<file path="src/hw/asq_pkg.sv">
// Constants and carrier types of the converter sequencer control.
// Assumes one 200 MHz system clock and an AXI4-Lite register port.
package asq_pkg;
    localparam int NSEQ    = 4;
    localparam int RES_W   = 10;
    localparam int NTRIG   = 14;
    localparam int MAX_AVG = 6;                  // 2**6 = 64 samples
    localparam int SEQ_DEPTH [NSEQ] = '{8, 4, 4, 1};
    // Clocking: converter clock target and legal band
    localparam int CLK_HZ   = 200_000_000;
    localparam int CONV_HZ  = 16_667_000;
    localparam int CONV_MIN = 14_000_000;
    localparam int CONV_MAX = 18_000_000;
    // Register byte offsets
    localparam logic [11:0] OFS_ACTSS = 12'h000;
    localparam logic [11:0] OFS_RIS   = 12'h004;
    localparam logic [11:0] OFS_IM    = 12'h008;
    localparam logic [11:0] OFS_ISC   = 12'h00c;
    localparam logic [11:0] OFS_EMUX  = 12'h014;
    localparam logic [11:0] OFS_PRI   = 12'h020;
    localparam logic [11:0] OFS_PSSI  = 12'h028;
    localparam logic [11:0] OFS_SAC   = 12'h030;
    localparam logic [11:0] OFS_TMLB  = 12'h100;
    localparam logic [11:0] SEQ_BASE  = 12'h040;
    localparam logic [11:0] SEQ_STEP  = 12'h020;
    localparam logic [11:0] SEQ_MUX   = 12'h000;
    localparam logic [11:0] SEQ_CTL   = 12'h004;
    localparam logic [11:0] SEQ_RES   = 12'h008;
    // Reset values and field masks
    localparam logic [15:0] PRI_RST   = 16'h3210;
    localparam logic [15:0] PRI_MASK  = 16'h3333;
    localparam logic [31:0] CTL3_RST  = 32'h0000_0002;
    // Step control nibble bits
    localparam int CTL_D   = 0;
    localparam int CTL_END = 1;
    localparam int CTL_IE  = 2;
    localparam int CTL_TS  = 3;
    // Trigger codes
    localparam logic [3:0] TRIG_SW     = 4'h0;
    localparam logic [3:0] TRIG_ALWAYS = 4'hf;
    // Result codes
    localparam logic [RES_W-1:0] DIFF_ZERO = 10'h1ff;
    localparam logic [1:0] RESP_OK  = 2'b00;
    localparam logic [1:0] RESP_ERR = 2'b10;

    typedef enum logic [1:0] {S_IDLE, S_START, S_WAIT} asq_state_t;

    typedef struct packed {
        logic [11:0] awaddr;
        logic        awvalid;
        logic [31:0] wdata;
        logic [3:0]  wstrb;
        logic        wvalid;
        logic        bready;
        logic [11:0] araddr;
        logic        arvalid;
        logic        rready;
    } asq_axil_req_t;

    typedef struct packed {
        logic        awready;
        logic        wready;
        logic        bvalid;
        logic [1:0]  bresp;
        logic        arready;
        logic        rvalid;
        logic [31:0] rdata;
        logic [1:0]  rresp;
    } asq_axil_rsp_t;

    typedef struct packed {
        logic       start;   // One-cycle conversion request
        logic [3:0] chan;    // Input, or even input of a pair
        logic       diff;    // Even minus odd of the pair
        logic       temp;    // Temperature sensor instead of input
    } asq_conv_req_t;
endpackage

</file>
<file path="src/hw/asq_ctrl.sv">
// Converter sequencer control: registers, triggers, arbitration, averaging.
// Assumes a converter core that answers each request with a done pulse.
//
// Implementation choices: the AXI4-Lite slave port and the register offsets.
`timescale 1ns/1ps
module asq_ctrl import asq_pkg::*; #(
    parameter int N_TRIG = NTRIG
) (
    input  wire logic          clk_in,
    input  wire logic          rst_in,
    input  wire asq_axil_req_t axi_in,
    output asq_axil_rsp_t      axi_out,
    input  wire logic [N_TRIG-1:0] trig_in,
    output asq_conv_req_t      conv_req_out,
    input  wire logic          conv_done_in,
    input  wire logic [RES_W-1:0] conv_data_in,
    output logic               conv_clk_out,
    output logic [NSEQ-1:0]    irq_out
);
    localparam int DIV  = (CLK_HZ + CONV_HZ / 2) / CONV_HZ;
    localparam int HALF = DIV / 2;

    // Refuse settings the logic cannot serve
    if (N_TRIG < 1 || N_TRIG > NTRIG) begin : g_bad_trig
        $error("N_TRIG out of range");
    end
    if (CLK_HZ / DIV < CONV_MIN || CLK_HZ / DIV > CONV_MAX) begin : g_bad_clk
        $error("Converter clock outside band");
    end

    asq_axil_rsp_t   rsp_r;
    logic [11:0]     aw_addr_r;
    logic [31:0]     w_data_r;
    logic [3:0]      w_strb_r;
    logic            aw_have_r, w_have_r;
    logic            wr_go;
    logic [31:0]     wmask;
    logic [32:0]     rd_w;
    logic [NSEQ-1:0] actss_r, im_r, ris_r, pend_r, irq_r;
    logic [15:0]     emux_r, pri_r;
    logic [2:0]      sac_r;
    logic            tmlb_r;
    logic [31:0]     mux_r [NSEQ];
    logic [31:0]     ctl_r [NSEQ];
    logic [RES_W-1:0] res_r [NSEQ];
    asq_state_t      st_r;
    logic [1:0]      seq_r;
    logic [2:0]      step_r;
    logic [6:0]      avg_cnt_r;
    logic [15:0]     acc_r;
    logic [RES_W-1:0] lb_cnt_r;
    asq_conv_req_t   conv_r;
    logic [3:0]      div_r;
    logic            cclk_r;
    logic [NSEQ-1:0] trig_evt, ready_v, int_set;
    logic            pick_ok;
    logic [1:0]      pick_idx;
    logic [3:0]      nib_in, nib_ctl;
    logic [RES_W-1:0] sample;
    logic            done, res_set, last_step;
    logic [15:0]     acc_sum;

    // Byte lanes from write strobes
    function automatic logic [31:0] strb_mask(input logic [3:0] s);
        for (int b = 0; b < 4; b++) begin
            strb_mask[8*b +: 8] = {8{s[b]}};
        end
    endfunction

    // Register address of one sequencer's register
    function automatic logic [11:0] seq_ofs(input int i, input logic [11:0] sub);
        seq_ofs = SEQ_BASE + 12'(i) * SEQ_STEP + sub;
    endfunction

    // Averaging shift, clamped at 64 samples
    function automatic logic [2:0] avg_sh(input logic [2:0] s);
        avg_sh = (int'(s) > MAX_AVG) ? 3'(MAX_AVG) : s;
    endfunction

    assign wr_go = aw_have_r & w_have_r & ~rsp_r.bvalid;
    assign wmask = strb_mask(w_strb_r);

    // AXI responses: write address and data in either order, read answered a cycle after its address
    always_ff @(posedge clk_in or posedge rst_in) begin
        if (rst_in) begin
            aw_have_r     <= 1'b0;
            w_have_r      <= 1'b0;
            aw_addr_r     <= 12'h000;
            w_data_r      <= 32'h0000_0000;
            w_strb_r      <= 4'h0;
            rsp_r.awready <= 1'b1;
            rsp_r.wready  <= 1'b1;
            rsp_r.bvalid  <= 1'b0;
            rsp_r.bresp   <= RESP_OK;
            rsp_r.arready <= 1'b1;
            rsp_r.rvalid  <= 1'b0;
            rsp_r.rdata   <= 32'h0000_0000;
            rsp_r.rresp   <= RESP_OK;
        end else begin
            if (axi_in.awvalid && rsp_r.awready) begin
                aw_addr_r     <= axi_in.awaddr;
                aw_have_r     <= 1'b1;
                rsp_r.awready <= 1'b0;
            end
            if (axi_in.wvalid && rsp_r.wready) begin
                w_data_r     <= axi_in.wdata;
                w_strb_r     <= axi_in.wstrb;
                w_have_r     <= 1'b1;
                rsp_r.wready <= 1'b0;
            end
            if (wr_go) begin
                rsp_r.bvalid <= 1'b1;
                rsp_r.bresp  <= wr_hit(aw_addr_r) ? RESP_OK : RESP_ERR;
            end
            if (rsp_r.bvalid && axi_in.bready) begin
                rsp_r.bvalid  <= 1'b0;
                aw_have_r     <= 1'b0;
                w_have_r      <= 1'b0;
                rsp_r.awready <= 1'b1;
                rsp_r.wready  <= 1'b1;
            end
            if (axi_in.arvalid && rsp_r.arready) begin
                rsp_r.arready <= 1'b0;
                rsp_r.rvalid  <= 1'b1;
                rsp_r.rdata   <= rd_w[31:0];
                rsp_r.rresp   <= rd_w[32] ? RESP_ERR : RESP_OK;
            end else if (rsp_r.rvalid && axi_in.rready) begin
                rsp_r.rvalid  <= 1'b0;
                rsp_r.arready <= 1'b1;
            end
        end
    end

    // Writable addresses
    function automatic logic wr_hit(input logic [11:0] a);
        wr_hit = (a == OFS_ACTSS) || (a == OFS_IM) || (a == OFS_ISC) || (a == OFS_EMUX) ||
                 (a == OFS_PRI) || (a == OFS_PSSI) || (a == OFS_SAC) || (a == OFS_TMLB);
        for (int i = 0; i < NSEQ; i++) begin
            wr_hit = wr_hit || (a == seq_ofs(i, SEQ_MUX)) || (a == seq_ofs(i, SEQ_CTL));
        end
    endfunction

    // Read data mux; results read zero above bit 9
    function automatic logic [32:0] rd_val(input logic [11:0] a);
        rd_val = {1'b1, 32'h0000_0000};
        unique case (a)
            OFS_ACTSS: rd_val = {1'b0, 28'h0, actss_r};
            OFS_RIS:   rd_val = {1'b0, 28'h0, ris_r};
            OFS_IM:    rd_val = {1'b0, 28'h0, im_r};
            OFS_ISC:   rd_val = {1'b0, 28'h0, ris_r & im_r};
            OFS_EMUX:  rd_val = {1'b0, 16'h0, emux_r};
            OFS_PRI:   rd_val = {1'b0, 16'h0, pri_r};
            OFS_SAC:   rd_val = {1'b0, 29'h0, sac_r};
            OFS_TMLB:  rd_val = {1'b0, 31'h0, tmlb_r};
            default: begin
                for (int i = 0; i < NSEQ; i++) begin
                    if (a == seq_ofs(i, SEQ_MUX)) rd_val = {1'b0, mux_r[i]};
                    if (a == seq_ofs(i, SEQ_CTL)) rd_val = {1'b0, ctl_r[i]};
                    if (a == seq_ofs(i, SEQ_RES)) rd_val = {1'b0, 22'h0, res_r[i]};
                end
            end
        endcase
    endfunction

    // Read data for the offered address, latched when the address is taken
    always_comb begin
        rd_w = rd_val(axi_in.araddr);
    end

    // Software configuration registers
    always_ff @(posedge clk_in or posedge rst_in) begin
        if (rst_in) begin
            actss_r <= '0;
            im_r    <= '0;
            emux_r  <= 16'h0000;
            pri_r   <= PRI_RST;
            sac_r   <= 3'h0;
            tmlb_r  <= 1'b0;
            for (int i = 0; i < NSEQ; i++) begin
                mux_r[i] <= 32'h0000_0000;
                ctl_r[i] <= (i == NSEQ - 1) ? CTL3_RST : 32'h0000_0000;
            end
        end else if (wr_go) begin
            unique case (aw_addr_r)
                OFS_ACTSS: actss_r <= (actss_r & ~wmask[3:0]) | (w_data_r[3:0] & wmask[3:0]);
                OFS_IM:    im_r    <= (im_r & ~wmask[3:0]) | (w_data_r[3:0] & wmask[3:0]);
                OFS_EMUX:  emux_r  <= (emux_r & ~wmask[15:0]) | (w_data_r[15:0] & wmask[15:0]);
                OFS_PRI:   pri_r   <= ((pri_r & ~wmask[15:0]) | (w_data_r[15:0] & wmask[15:0])) & PRI_MASK;
                OFS_SAC:   sac_r   <= wmask[0] ? w_data_r[2:0] : sac_r;
                OFS_TMLB:  tmlb_r  <= wmask[0] ? w_data_r[0] : tmlb_r;
                default: begin
                    for (int i = 0; i < NSEQ; i++) begin
                        if (aw_addr_r == seq_ofs(i, SEQ_MUX)) begin
                            mux_r[i] <= (mux_r[i] & ~wmask) | (w_data_r & wmask);
                        end
                        if (aw_addr_r == seq_ofs(i, SEQ_CTL)) begin
                            ctl_r[i] <= (ctl_r[i] & ~wmask) | (w_data_r & wmask);
                        end
                    end
                end
            endcase
        end
    end

    // Trigger decode per sequencer
    for (genvar g = 0; g < NSEQ; g++) begin : g_trig
        logic [3:0] code;
        assign code = emux_r[4*g +: 4];
        always_comb begin
            if (code == TRIG_ALWAYS) begin
                trig_evt[g] = 1'b1;
            end else if (code == TRIG_SW) begin
                trig_evt[g] = wr_go && aw_addr_r == OFS_PSSI && w_data_r[g] && wmask[0];
            end else begin
                trig_evt[g] = (int'(code) <= N_TRIG) ? trig_in[code - 4'h1] : 1'b0;
            end
        end
        assign ready_v[g] = pend_r[g] & actss_r[g];
    end

    // Highest-priority ready sequencer, value 0 wins
    always_comb begin
        pick_ok  = 1'b0;
        pick_idx = 2'd0;
        for (int lvl = NSEQ - 1; lvl >= 0; lvl--) begin
            for (int i = NSEQ - 1; i >= 0; i--) begin
                if (ready_v[i] && int'(pri_r[4*i +: 2]) == lvl) begin
                    pick_ok  = 1'b1;
                    pick_idx = 2'(i);
                end
            end
        end
    end

    // Pending triggers; a new trigger beats the start that consumes one
    always_ff @(posedge clk_in or posedge rst_in) begin
        if (rst_in) begin
            pend_r <= '0;
        end else begin
            for (int i = 0; i < NSEQ; i++) begin
                if (!actss_r[i]) begin
                    pend_r[i] <= 1'b0;
                end else if (trig_evt[i]) begin
                    pend_r[i] <= 1'b1;
                end else if (st_r == S_IDLE && pick_ok && pick_idx == 2'(i)) begin
                    pend_r[i] <= 1'b0;
                end
            end
        end
    end

    // Current step fields; pairs use only adjacent even/odd inputs
    assign nib_in    = mux_r[seq_r][4*step_r +: 4];
    assign nib_ctl   = ctl_r[seq_r][4*step_r +: 4];
    assign done      = (st_r == S_WAIT) && (tmlb_r || conv_done_in);
    assign sample    = !tmlb_r ? conv_data_in : (nib_ctl[CTL_D] ? DIFF_ZERO : lb_cnt_r);
    assign acc_sum   = acc_r + 16'(sample);
    assign res_set   = done && avg_cnt_r == 7'((1 << avg_sh(sac_r)) - 1);
    assign last_step = nib_ctl[CTL_END] || int'(step_r) == SEQ_DEPTH[seq_r] - 1;

    // Sequence engine: one sequencer runs to its end step
    always_ff @(posedge clk_in or posedge rst_in) begin
        if (rst_in) begin
            st_r      <= S_IDLE;
            seq_r     <= 2'd0;
            step_r    <= 3'd0;
            avg_cnt_r <= 7'd0;
            acc_r     <= 16'h0000;
            lb_cnt_r  <= '0;
            conv_r    <= '0;
        end else begin
            conv_r.start <= 1'b0;
            unique case (st_r)
                S_IDLE: if (pick_ok) begin
                    seq_r  <= pick_idx;
                    step_r <= 3'd0;
                    st_r   <= S_START;
                end
                S_START: begin
                    conv_r.start <= ~tmlb_r;
                    conv_r.diff  <= nib_ctl[CTL_D];
                    conv_r.temp  <= nib_ctl[CTL_TS];
                    conv_r.chan  <= nib_ctl[CTL_D] ? {1'b0, nib_in[1:0], 1'b0} : nib_in;
                    st_r         <= S_WAIT;
                end
                S_WAIT: if (done) begin
                    lb_cnt_r <= lb_cnt_r + 10'h001;
                    if (res_set) begin
                        avg_cnt_r <= 7'd0;
                        acc_r     <= 16'h0000;
                        step_r    <= step_r + 3'd1;
                        st_r      <= last_step ? S_IDLE : S_START;
                    end else begin
                        avg_cnt_r <= avg_cnt_r + 7'd1;
                        acc_r     <= acc_sum;
                        st_r      <= S_START;
                    end
                end
            endcase
        end
    end

    // Result per step: average, or raw code when averaging is off
    always_ff @(posedge clk_in or posedge rst_in) begin
        if (rst_in) begin
            for (int i = 0; i < NSEQ; i++) res_r[i] <= '0;
        end else if (res_set) begin
            res_r[seq_r] <= RES_W'(acc_sum >> avg_sh(sac_r));
        end
    end

    // Raw status: hardware set beats a write-one clear
    for (genvar g = 0; g < NSEQ; g++) begin : g_irq
        assign int_set[g] = res_set && seq_r == 2'(g) && nib_ctl[CTL_IE];
    end
    always_ff @(posedge clk_in or posedge rst_in) begin
        if (rst_in) begin
            ris_r <= '0;
            irq_r <= '0;
        end else begin
            ris_r <= int_set | (ris_r & ~((wr_go && aw_addr_r == OFS_ISC && wmask[0]) ?
                     w_data_r[NSEQ-1:0] : '0));
            irq_r <= ris_r & im_r;
        end
    end

    // Converter clock divided from the system clock
    always_ff @(posedge clk_in or posedge rst_in) begin
        if (rst_in) begin
            div_r  <= 4'h0;
            cclk_r <= 1'b0;
        end else if (int'(div_r) == HALF - 1) begin
            div_r  <= 4'h0;
            cclk_r <= ~cclk_r;
        end else begin
            div_r <= div_r + 4'h1;
        end
    end

    assign axi_out      = rsp_r;
    assign conv_req_out = conv_r;
    assign conv_clk_out = cclk_r;
    assign irq_out      = irq_r;

    // Core requests issued since the last result, counted apart from the averaging counter
    logic [6:0] ncv_r;
    always_ff @(posedge clk_in or posedge rst_in) begin
        if (rst_in) begin
            ncv_r <= 7'd0;
        end else if (res_set) begin
            ncv_r <= 7'd0;
        end else if (conv_r.start) begin
            ncv_r <= ncv_r + 7'd1;
        end
    end

    a_irq_gate: assert property (@(posedge clk_in) disable iff (rst_in)
        (irq_out & ~$past(im_r)) == '0) else $error("Masked interrupt forwarded");
    a_isc_clear: assert property (@(posedge clk_in) disable iff (rst_in)
        wr_go && aw_addr_r == OFS_ISC && wmask[0] && w_data_r[3] && !int_set[3] |=> !ris_r[3])
        else $error("Status not cleared");
    a_arb_order: assert property (@(posedge clk_in) disable iff (rst_in)
        st_r == S_IDLE && ready_v[0] && pri_r[1:0] == 2'd0 |=> seq_r == 2'd0 && st_r == S_START)
        else $error("Priority 0 not served");
    a_sw_start: assert property (@(posedge clk_in) disable iff (rst_in)
        actss_r[1] && emux_r[7:4] == TRIG_SW && wr_go && aw_addr_r == OFS_PSSI
        && wmask[0] && w_data_r[1] |=> pend_r[1]) else $error("Initiate lost");
    a_avg_count: assert property (@(posedge clk_in) disable iff (rst_in)
        res_set && !tmlb_r |-> 32'(ncv_r) == (1 << avg_sh(sac_r))) else $error("Wrong sample count");
    a_diff_zero: assert property (@(posedge clk_in) disable iff (rst_in)
        res_set && tmlb_r && nib_ctl[CTL_D] && sac_r == 3'd0 ##1 1'b1 |-> res_r[$past(seq_r)] == DIFF_ZERO)
        else $error("Loopback differential code wrong");
    a_off_idle: assert property (@(posedge clk_in) disable iff (rst_in)
        !actss_r[2] |=> !pend_r[2]) else $error("Disabled sequencer pending");
    a_wait_hold: assert property (@(posedge clk_in) disable iff (rst_in)
        st_r == S_WAIT && !done |=> st_r == S_WAIT && $stable(seq_r) && $stable(step_r))
        else $error("Step left early");
    a_start_once: assert property (@(posedge clk_in) disable iff (rst_in)
        conv_req_out.start |=> !conv_req_out.start[*2]) else $error("Start not single");

    c_avg16: cover property (@(posedge clk_in) disable iff (rst_in) res_set && sac_r == 3'd4);
    c_diff:  cover property (@(posedge clk_in) disable iff (rst_in) conv_req_out.start && conv_req_out.diff);
    c_irq:   cover property (@(posedge clk_in) disable iff (rst_in) $rose(irq_out[3]));
endmodule // asq_ctrl

</file>
<file path="config.mk">
export PLATFORM = sky130hd
export DESIGN_NAME = asq_ctrl
export DESIGN_NICKNAME = d
export VERILOG_FILES = /design/src/hw/asq_pkg.sv /design/src/hw/asq_ctrl.sv
export SDC_FILE = /design/constraint.sdc
export NUM_CORES = 1
export LEC_CHECK = 0
export BUFFER_PORTS_ARGS = -buffer_cell sky130_fd_sc_hd__buf_2
export CAP_MARGIN = 40
export CELL_PAD_IN_SITES_DETAIL_PLACEMENT = 1
export CELL_PAD_IN_SITES_GLOBAL_PLACEMENT = 2
export CORE_MARGIN = 4
export CORE_UTILIZATION = 42
export DETAILED_ROUTE_END_ITERATION = 8
export GPL_ROUTABILITY_DRIVEN = 0
export PLACE_DENSITY = 0.88
export SETUP_SLACK_MARGIN = 0.2
export SYNTH_ARGS = -nofsm -noshare
export SYNTH_HDL_FRONTEND = slang
export SYNTH_SLANG_ARGS = --single-unit
</file>
<file path="constraint.sdc">
create_clock -name clk_in -period 19.5 [get_ports clk_in]
set_input_delay 1.95 -clock clk_in [delete_from_list [all_inputs] [get_ports clk_in]]
set_output_delay 1.95 -clock clk_in [all_outputs]
set_load 0.02 [all_outputs]
</file>
**Word-level counts from Yosys, hierarchy flattened**

Index checks and enable logic that the tools add are counted.

- Shifts and indexed selects: 4
- Eq/ne operators: 68
- Bitwise logic cells: 45
- Add/sub/neg operators: 11
- Reduce and logical (&&, ||, !) cells: 102
- Order comparisons: 11
- Multiplexer cells: 119

Operators with widths:

| kind | count |
|---|---|
| two-way mux 33 bit | 12 |
| bitwise AND 32 bit | 9 |
| one-hot mux 33 bit (8 select lines) | 1 |
| bitwise OR 32 bit | 8 |
| binary-select mux 32 bit (select 2 bit) | 3 |
| two-way mux 32 bit | 6 |
| == test 12 x 7 -> 1 bit (second input constant) | 10 |
| == test 12 x 8 -> 1 bit (second input constant) | 10 |
| indexed part select 32 x 6 -> 4 bit | 2 |
| == test 12 x 6 -> 1 bit (second input constant) | 5 |
| two-way mux 1 bit | 52 |
| == test 12 x 4 -> 1 bit (second input constant) | 4 |
| logical AND 1 bit | 48 |
| two-way mux 2 bit | 22 |
| bitwise mux 40 bit | 1 |
| bitwise AND 16 bit | 2 |
| == test 4 x 32 -> 1 bit | 1 |
| inverter 32 bit | 1 |
| subtractor 32 x 2 -> 32 bit (second input constant) | 1 |
| two-way mux 10 bit | 3 |
| AND reduction 3 bit | 10 |
| == test 2 bit (second input constant) | 13 |
| == test 12 x 5 -> 1 bit (second input constant) | 2 |
| == test 12 x 9 -> 1 bit (second input constant) | 2 |
| 46 further kinds | 132 |

- Register bits after elaboration: 487
- Logic and storage cells: 409
- Input port bits: 92
- Output and inout bits: 53

**Depth between registers and ports, before layout**

- Depth in word-level cells: 23
- Depth in mapped cells: 17
- Mapped depth without buffers: 14

**Worst setup path before layout**

No wires, ideal clock.

- Path kind: register -> register
- From: reg seq_r[0]
- To: reg res_r[11] in the netlist's numbering
- Setup time: 125 ps
- Data arrival time: 4464 ps
- Period minus slack after synthesis: 4588 ps
- Cell stages (with the launch flop): 18
- Path buffers: 3
- Data required time: 19375 ps
- Path slack: 14912 ps
- Path through: dfrtp_1 buf_6 buf_2 mux4_2 mux4_2 mux2_2 buf_2 nor2_1 a21oi_1 ha_1 fa_1 a21o_1 a221oi_1 xnor2_1 nand2_1 o21ai_0 mux4_2 mux2_2

- Word-level cells in the longest chain between the ends: 10
- Elaborated cells between the ends (all ways): 15
- Classes of those cells: add/sub (1); order compare (2); shift (2); mux (8); bitwise (1); reduce/logical (1)

Ends and longest elaborated chain:

| item | line | RTL |
|---|---|---|
| start: declaration | asq_ctrl.sv:47 | `logic [1:0] seq_r;` |
| start signal: assignment | asq_ctrl.sv:275 | `seq_r <= pick_idx;` |
| inverter 2 -> 3 bit (not written as such) * | asq_ctrl.sv:254, asq_ctrl.sv:308 |  |
| binary-select mux 32 bit (select 2 bit) | asq_ctrl.sv:254 | `assign nib_ctl = ctl_r[seq_r][4*step_r +: 4];` |
| two-way mux 32 bit (not written as such) (2 in a row) | asq_ctrl.sv:254 |  |
| indexed part select 32 x 6 -> 4 bit | asq_ctrl.sv:254 |  |
| two-way mux 10 bit (2 in a row) | asq_ctrl.sv:256 | `assign sample = !tmlb_r ? conv_data_in : (nib_ctl[CTL_D] ? DIFF_ZERO : lb_cnt_r);` |
| adder 16 x 10 -> 16 bit | asq_ctrl.sv:257 | `assign acc_sum = acc_r + 16'(sample);` |
| >> shifter 16 x 3 -> 10 bit | asq_ctrl.sv:308 | `res_r[seq_r] <= RES_W'(acc_sum >> avg_sh(sac_r));` |
| bitwise mux 40 bit * | asq_ctrl.sv:308 |  |
| end signal: indexed assignment | asq_ctrl.sv:308 |  |
| end: declaration | asq_ctrl.sv:45 | `logic [RES_W-1:0] res_r [NSEQ];` |

Every way passes the cells marked *; elsewhere a longest branch is shown, timed or not. The select of a mux whose other input is x is not followed.
A chain may end at the register's enable or synchronous reset.

**Worst setup path in the final report**

- From: reg seq_r[0]
- To: reg res_r[7] in the netlist's numbering

Same word-level chain as after synthesis.

==> metrics.md <==
| Metric | Value |
|---|---|
| Vias post-DR | 20,700 |
| Sink Count | around 490 |
| Status | complete, no violations |
| Worst Path Buf+Inv | 1 |
| P_sw | 1010 µW |
| Crit path max-delay family | compound AO/OA/AOI/OAI gates |
| Total gr overflow | 0 |
| CP max stage cell | dfrtp_4 |
| HP Class | flop to flop |
| Synthesized area | 26,300 µm² |
| Cts-stage hold buffer count | 0 |
| DIE AREA | 66,700 µm² |
| Initial Util | a little over two fifths |
| Synth Flop Type | dfrtp_1 |
| Stages on worst setup path | 15 |
| Placed cell count | 3,121 |
| Kind of end point of the critical path | flop |
| Die height | 258 µm |
| Synthesized area per cell | ~12 µm² |
| Flop pwr share | 45.5% |
| Ys Warns | 0 |
| Pins over their slew limit | 0 |
| Switching Fraction | 33.9% |
| Die W | 258 µm |
| Worst-margin pin slew | 1.11 ns |
| Synthesized flop and latch total | 485 |
| Setup bufs post-CTS | 0 |
| Share of the synthesized area in the top cell type | 45.4% |
| Post-synth top area cell | dfrtp_1 |
| Vias in the first global route | 21,900 |
| Peak Freq | 159 MHz |
| Largest net degree at the start of global routing | 193 |
| Initial DRT Pass Iterations | 7 |
| Pleak | about 0.013 µW |
| Rows | 91 |
| Total Routed Length | just over 90,000 µm |
| Critical-path maximum fanout | 40 |
| Fin crit period | 6.27 ns |
| Gate power share | 19.3% |
| Critical path type | flop to flop |
| Nets | 2,462 |
| Clock transition at path regs | 0.06 ns |
| Max cap viols | 0 |
| VDD IR-drop max | around 0.065 mV |
| Seq/Total Area, Yosys | 46.2% |
| Detail Placement HPWL | 64,500 µm |
| Top post-synthesis cells by area | dfrtp_1, mux2_2, mux4_2, nand2_1, nor2_1 |
| Pwr/cell area | 99.8 nW/µm² |
| Area growth syn-to-layout | 13.0% |
| Min-Delay Path Depth | 2 |
| Crit-path max cell delay | about 0.82 ns |
| Worst Reg-to-Reg Cells | 15 |
| First-pass GRT wire length | 141,000 µm |
| Final setup viols | 0 |
| # DRC | 0 |
| I/O Pins | roughly 150 |
| Count of cell types in the netlist | 94 |
| Syn Inst Count | 2,245 |
| Final ANT Viol Nets | 0 |
| Resized cells post-CTS | 0 |
| Cell Count, Final, Fillers Out | about 3,200 |
| Top-count cell post-synth | dfrtp_1 |
| Top cells by count, synth | dfrtp_1, mux2_2, nand2_1, nor2_1, mux4_2 |
| Part of the power in the clock network | 35.2% |
| Starting DRC count in detailed routing | 1,886 |
| Root Buffer | clkbuf_16 |
| Final period utilization | 32.2% |
| TritonCTS clock tree | built |
| RSZ-0062 raised after global routing | false |
| Port Buffers | 142 |
| EDFF count, synth | 0 |
| Internal Pwr Total | 1960 µW |
| Initial antenna violation count | 1 |
| Worst Setup Start Kind | flop |
| N_diodes | 0 |
| Vias per cell | 6.43 |
| Relative slew margins | 26.1% |
| CTS H-Tree Depth | 2 |
| Clk_skew | 0.0255 ns |
| DR WL/cell | 28.5 µm |
| All-layer global routing usage | 27.3% |
| Arrival time worst endpoint | 6.75 ns |
| Setup TNS | 0 ns |
| Clk buf depth | 3 |
| CTS buffer count | 54 |
| Clk_lat worst skew | 0.63 ns |
| Ordered list of cells on the worst path | buf_4 -> mux4_2 -> mux4_2 -> mux2_2 -> nor2_1 -> a21oi_1 -> ha_1 -> fa_1 -> a21o_1 -> a22oi_1 -> a21oi_1 -> xnor2_1 -> nor2_1 -> a2111oi_2 -> o21ai_0 |
| Critical path required time | between 15 and 20 ns |
| Share of cells above drive strength 1 | between 30 and 40% |
| Core Box Area | between 60,000 and 70,000 µm² |
| Post-synth ARST share | 100% |
| Final hold viol count | 0 |
-- power groups by stage --
| stage | clock (µW) | combinational [µW] | sequential [µW] |
|---|---|---|---|
| global route | 1110 | 632 | 1360 |
| CTS | 1060 | 573 | 1340 |
| floorplan | 0 | 469 | 1220 |
| detailed placement | 0 | 569 | 1360 |
| global placement | 0 | 540 | 1340 |
| finish | 1040 | 573 | 1350 |
-- stage by stage --
stage | util, % | hold WS [ns] | cell area [µm²] | power (µW) | setup slack (ns)
4_1_cts | 48.0 | 0.484 | 29700 | 2970 | 13.23
5_1_grt | 48.0 | 0.497 | 29700 | 3100 | 12.89
6_report | 48.0 | 0.474 | 29700 | 2970 | 13.23
3_3_place_gp | 44.8 | 0.463 | 27700 | 1880 | 13.42
3_5_place_dp | 45.1 | 0.463 | 27900 | 1930 | 13.26
2_1_floorplan | - | 0.445 | 26300 | 1690 | 4.03
-- routing by layer --
metal	wire length, µm	vias up	GRT usage [%]
met1	37200	10900	36.2
met5	13	-	0
li1	-	8710	-
met3	6550	235	4.95
met4	4250	2	11.1
met2	43700	888	44.6
-- layout by cell type (no fill, tap or decap), drive strengths merged, types with 55 or more instances in the layout --
master,count
o21ai,104
mux2,358
clkbuf,76
mux4,93
a21oi,79
nor2,150
dfrtp,477
buf,182
nand2,178
a22oi,55
-- worst register-to-register path, delay by kind of cell (launching register included) --
kind,cells,cell delay [ns]
fa+ha+maj,2,0.68
buf+inv,1,0.80
mux,3,1.54
compound gates,6,1.55
flops,1,0.82
xor+xnor,1,0.41
simple gates,2,0.32
-- cell type report --
type	count	area [µm²]
fill	6484	32100
multi-input combinational	1584	13400
sequential	485	12200
clock buffer	76	1560
timing repair buffer	182	1160
tap	837	1050
clock inverter	24	244
inverter	33	131
-- cells by family (layout without fill, tap and decap cells) --
logic type / Yosys count / in the layout / synth area share [%]
simple gates: 556 / 556 / 11.2
compound gates: 486 / 486 / 12.8
flops: 485 / 485 / 46.2
mux: 477 / 477 / 24.3
buf+inv: 177 / 315 / 2.95
xor+xnor: 33 / 33 / 1.10
fa+ha+maj: 30 / 30 / 1.46
other cells: 1 / 2 / 0.0143
-- worst paths after layout --
check	slack, ns	from	to
hold / removal	0.47	axi_out[19]$_DFFE_PP0P_	axi_out[19]$_DFFE_PP0P_
hold reg to reg	0.47	axi_out[19]$_DFFE_PP0P_	axi_out[19]$_DFFE_PP0P_
setup / recovery	13.23	seq_r[0]$_DFFE_PP0P_	res_r[7]$_DFFE_PP0P_
setup reg to reg	13.23	seq_r[0]$_DFFE_PP0P_	res_r[7]$_DFFE_PP0P_
min in group asynchronous	1.37	rst_in	async pin
max in group asynchronous	16.66	rst_in	async pin
(Power assumes the default switching activity.)
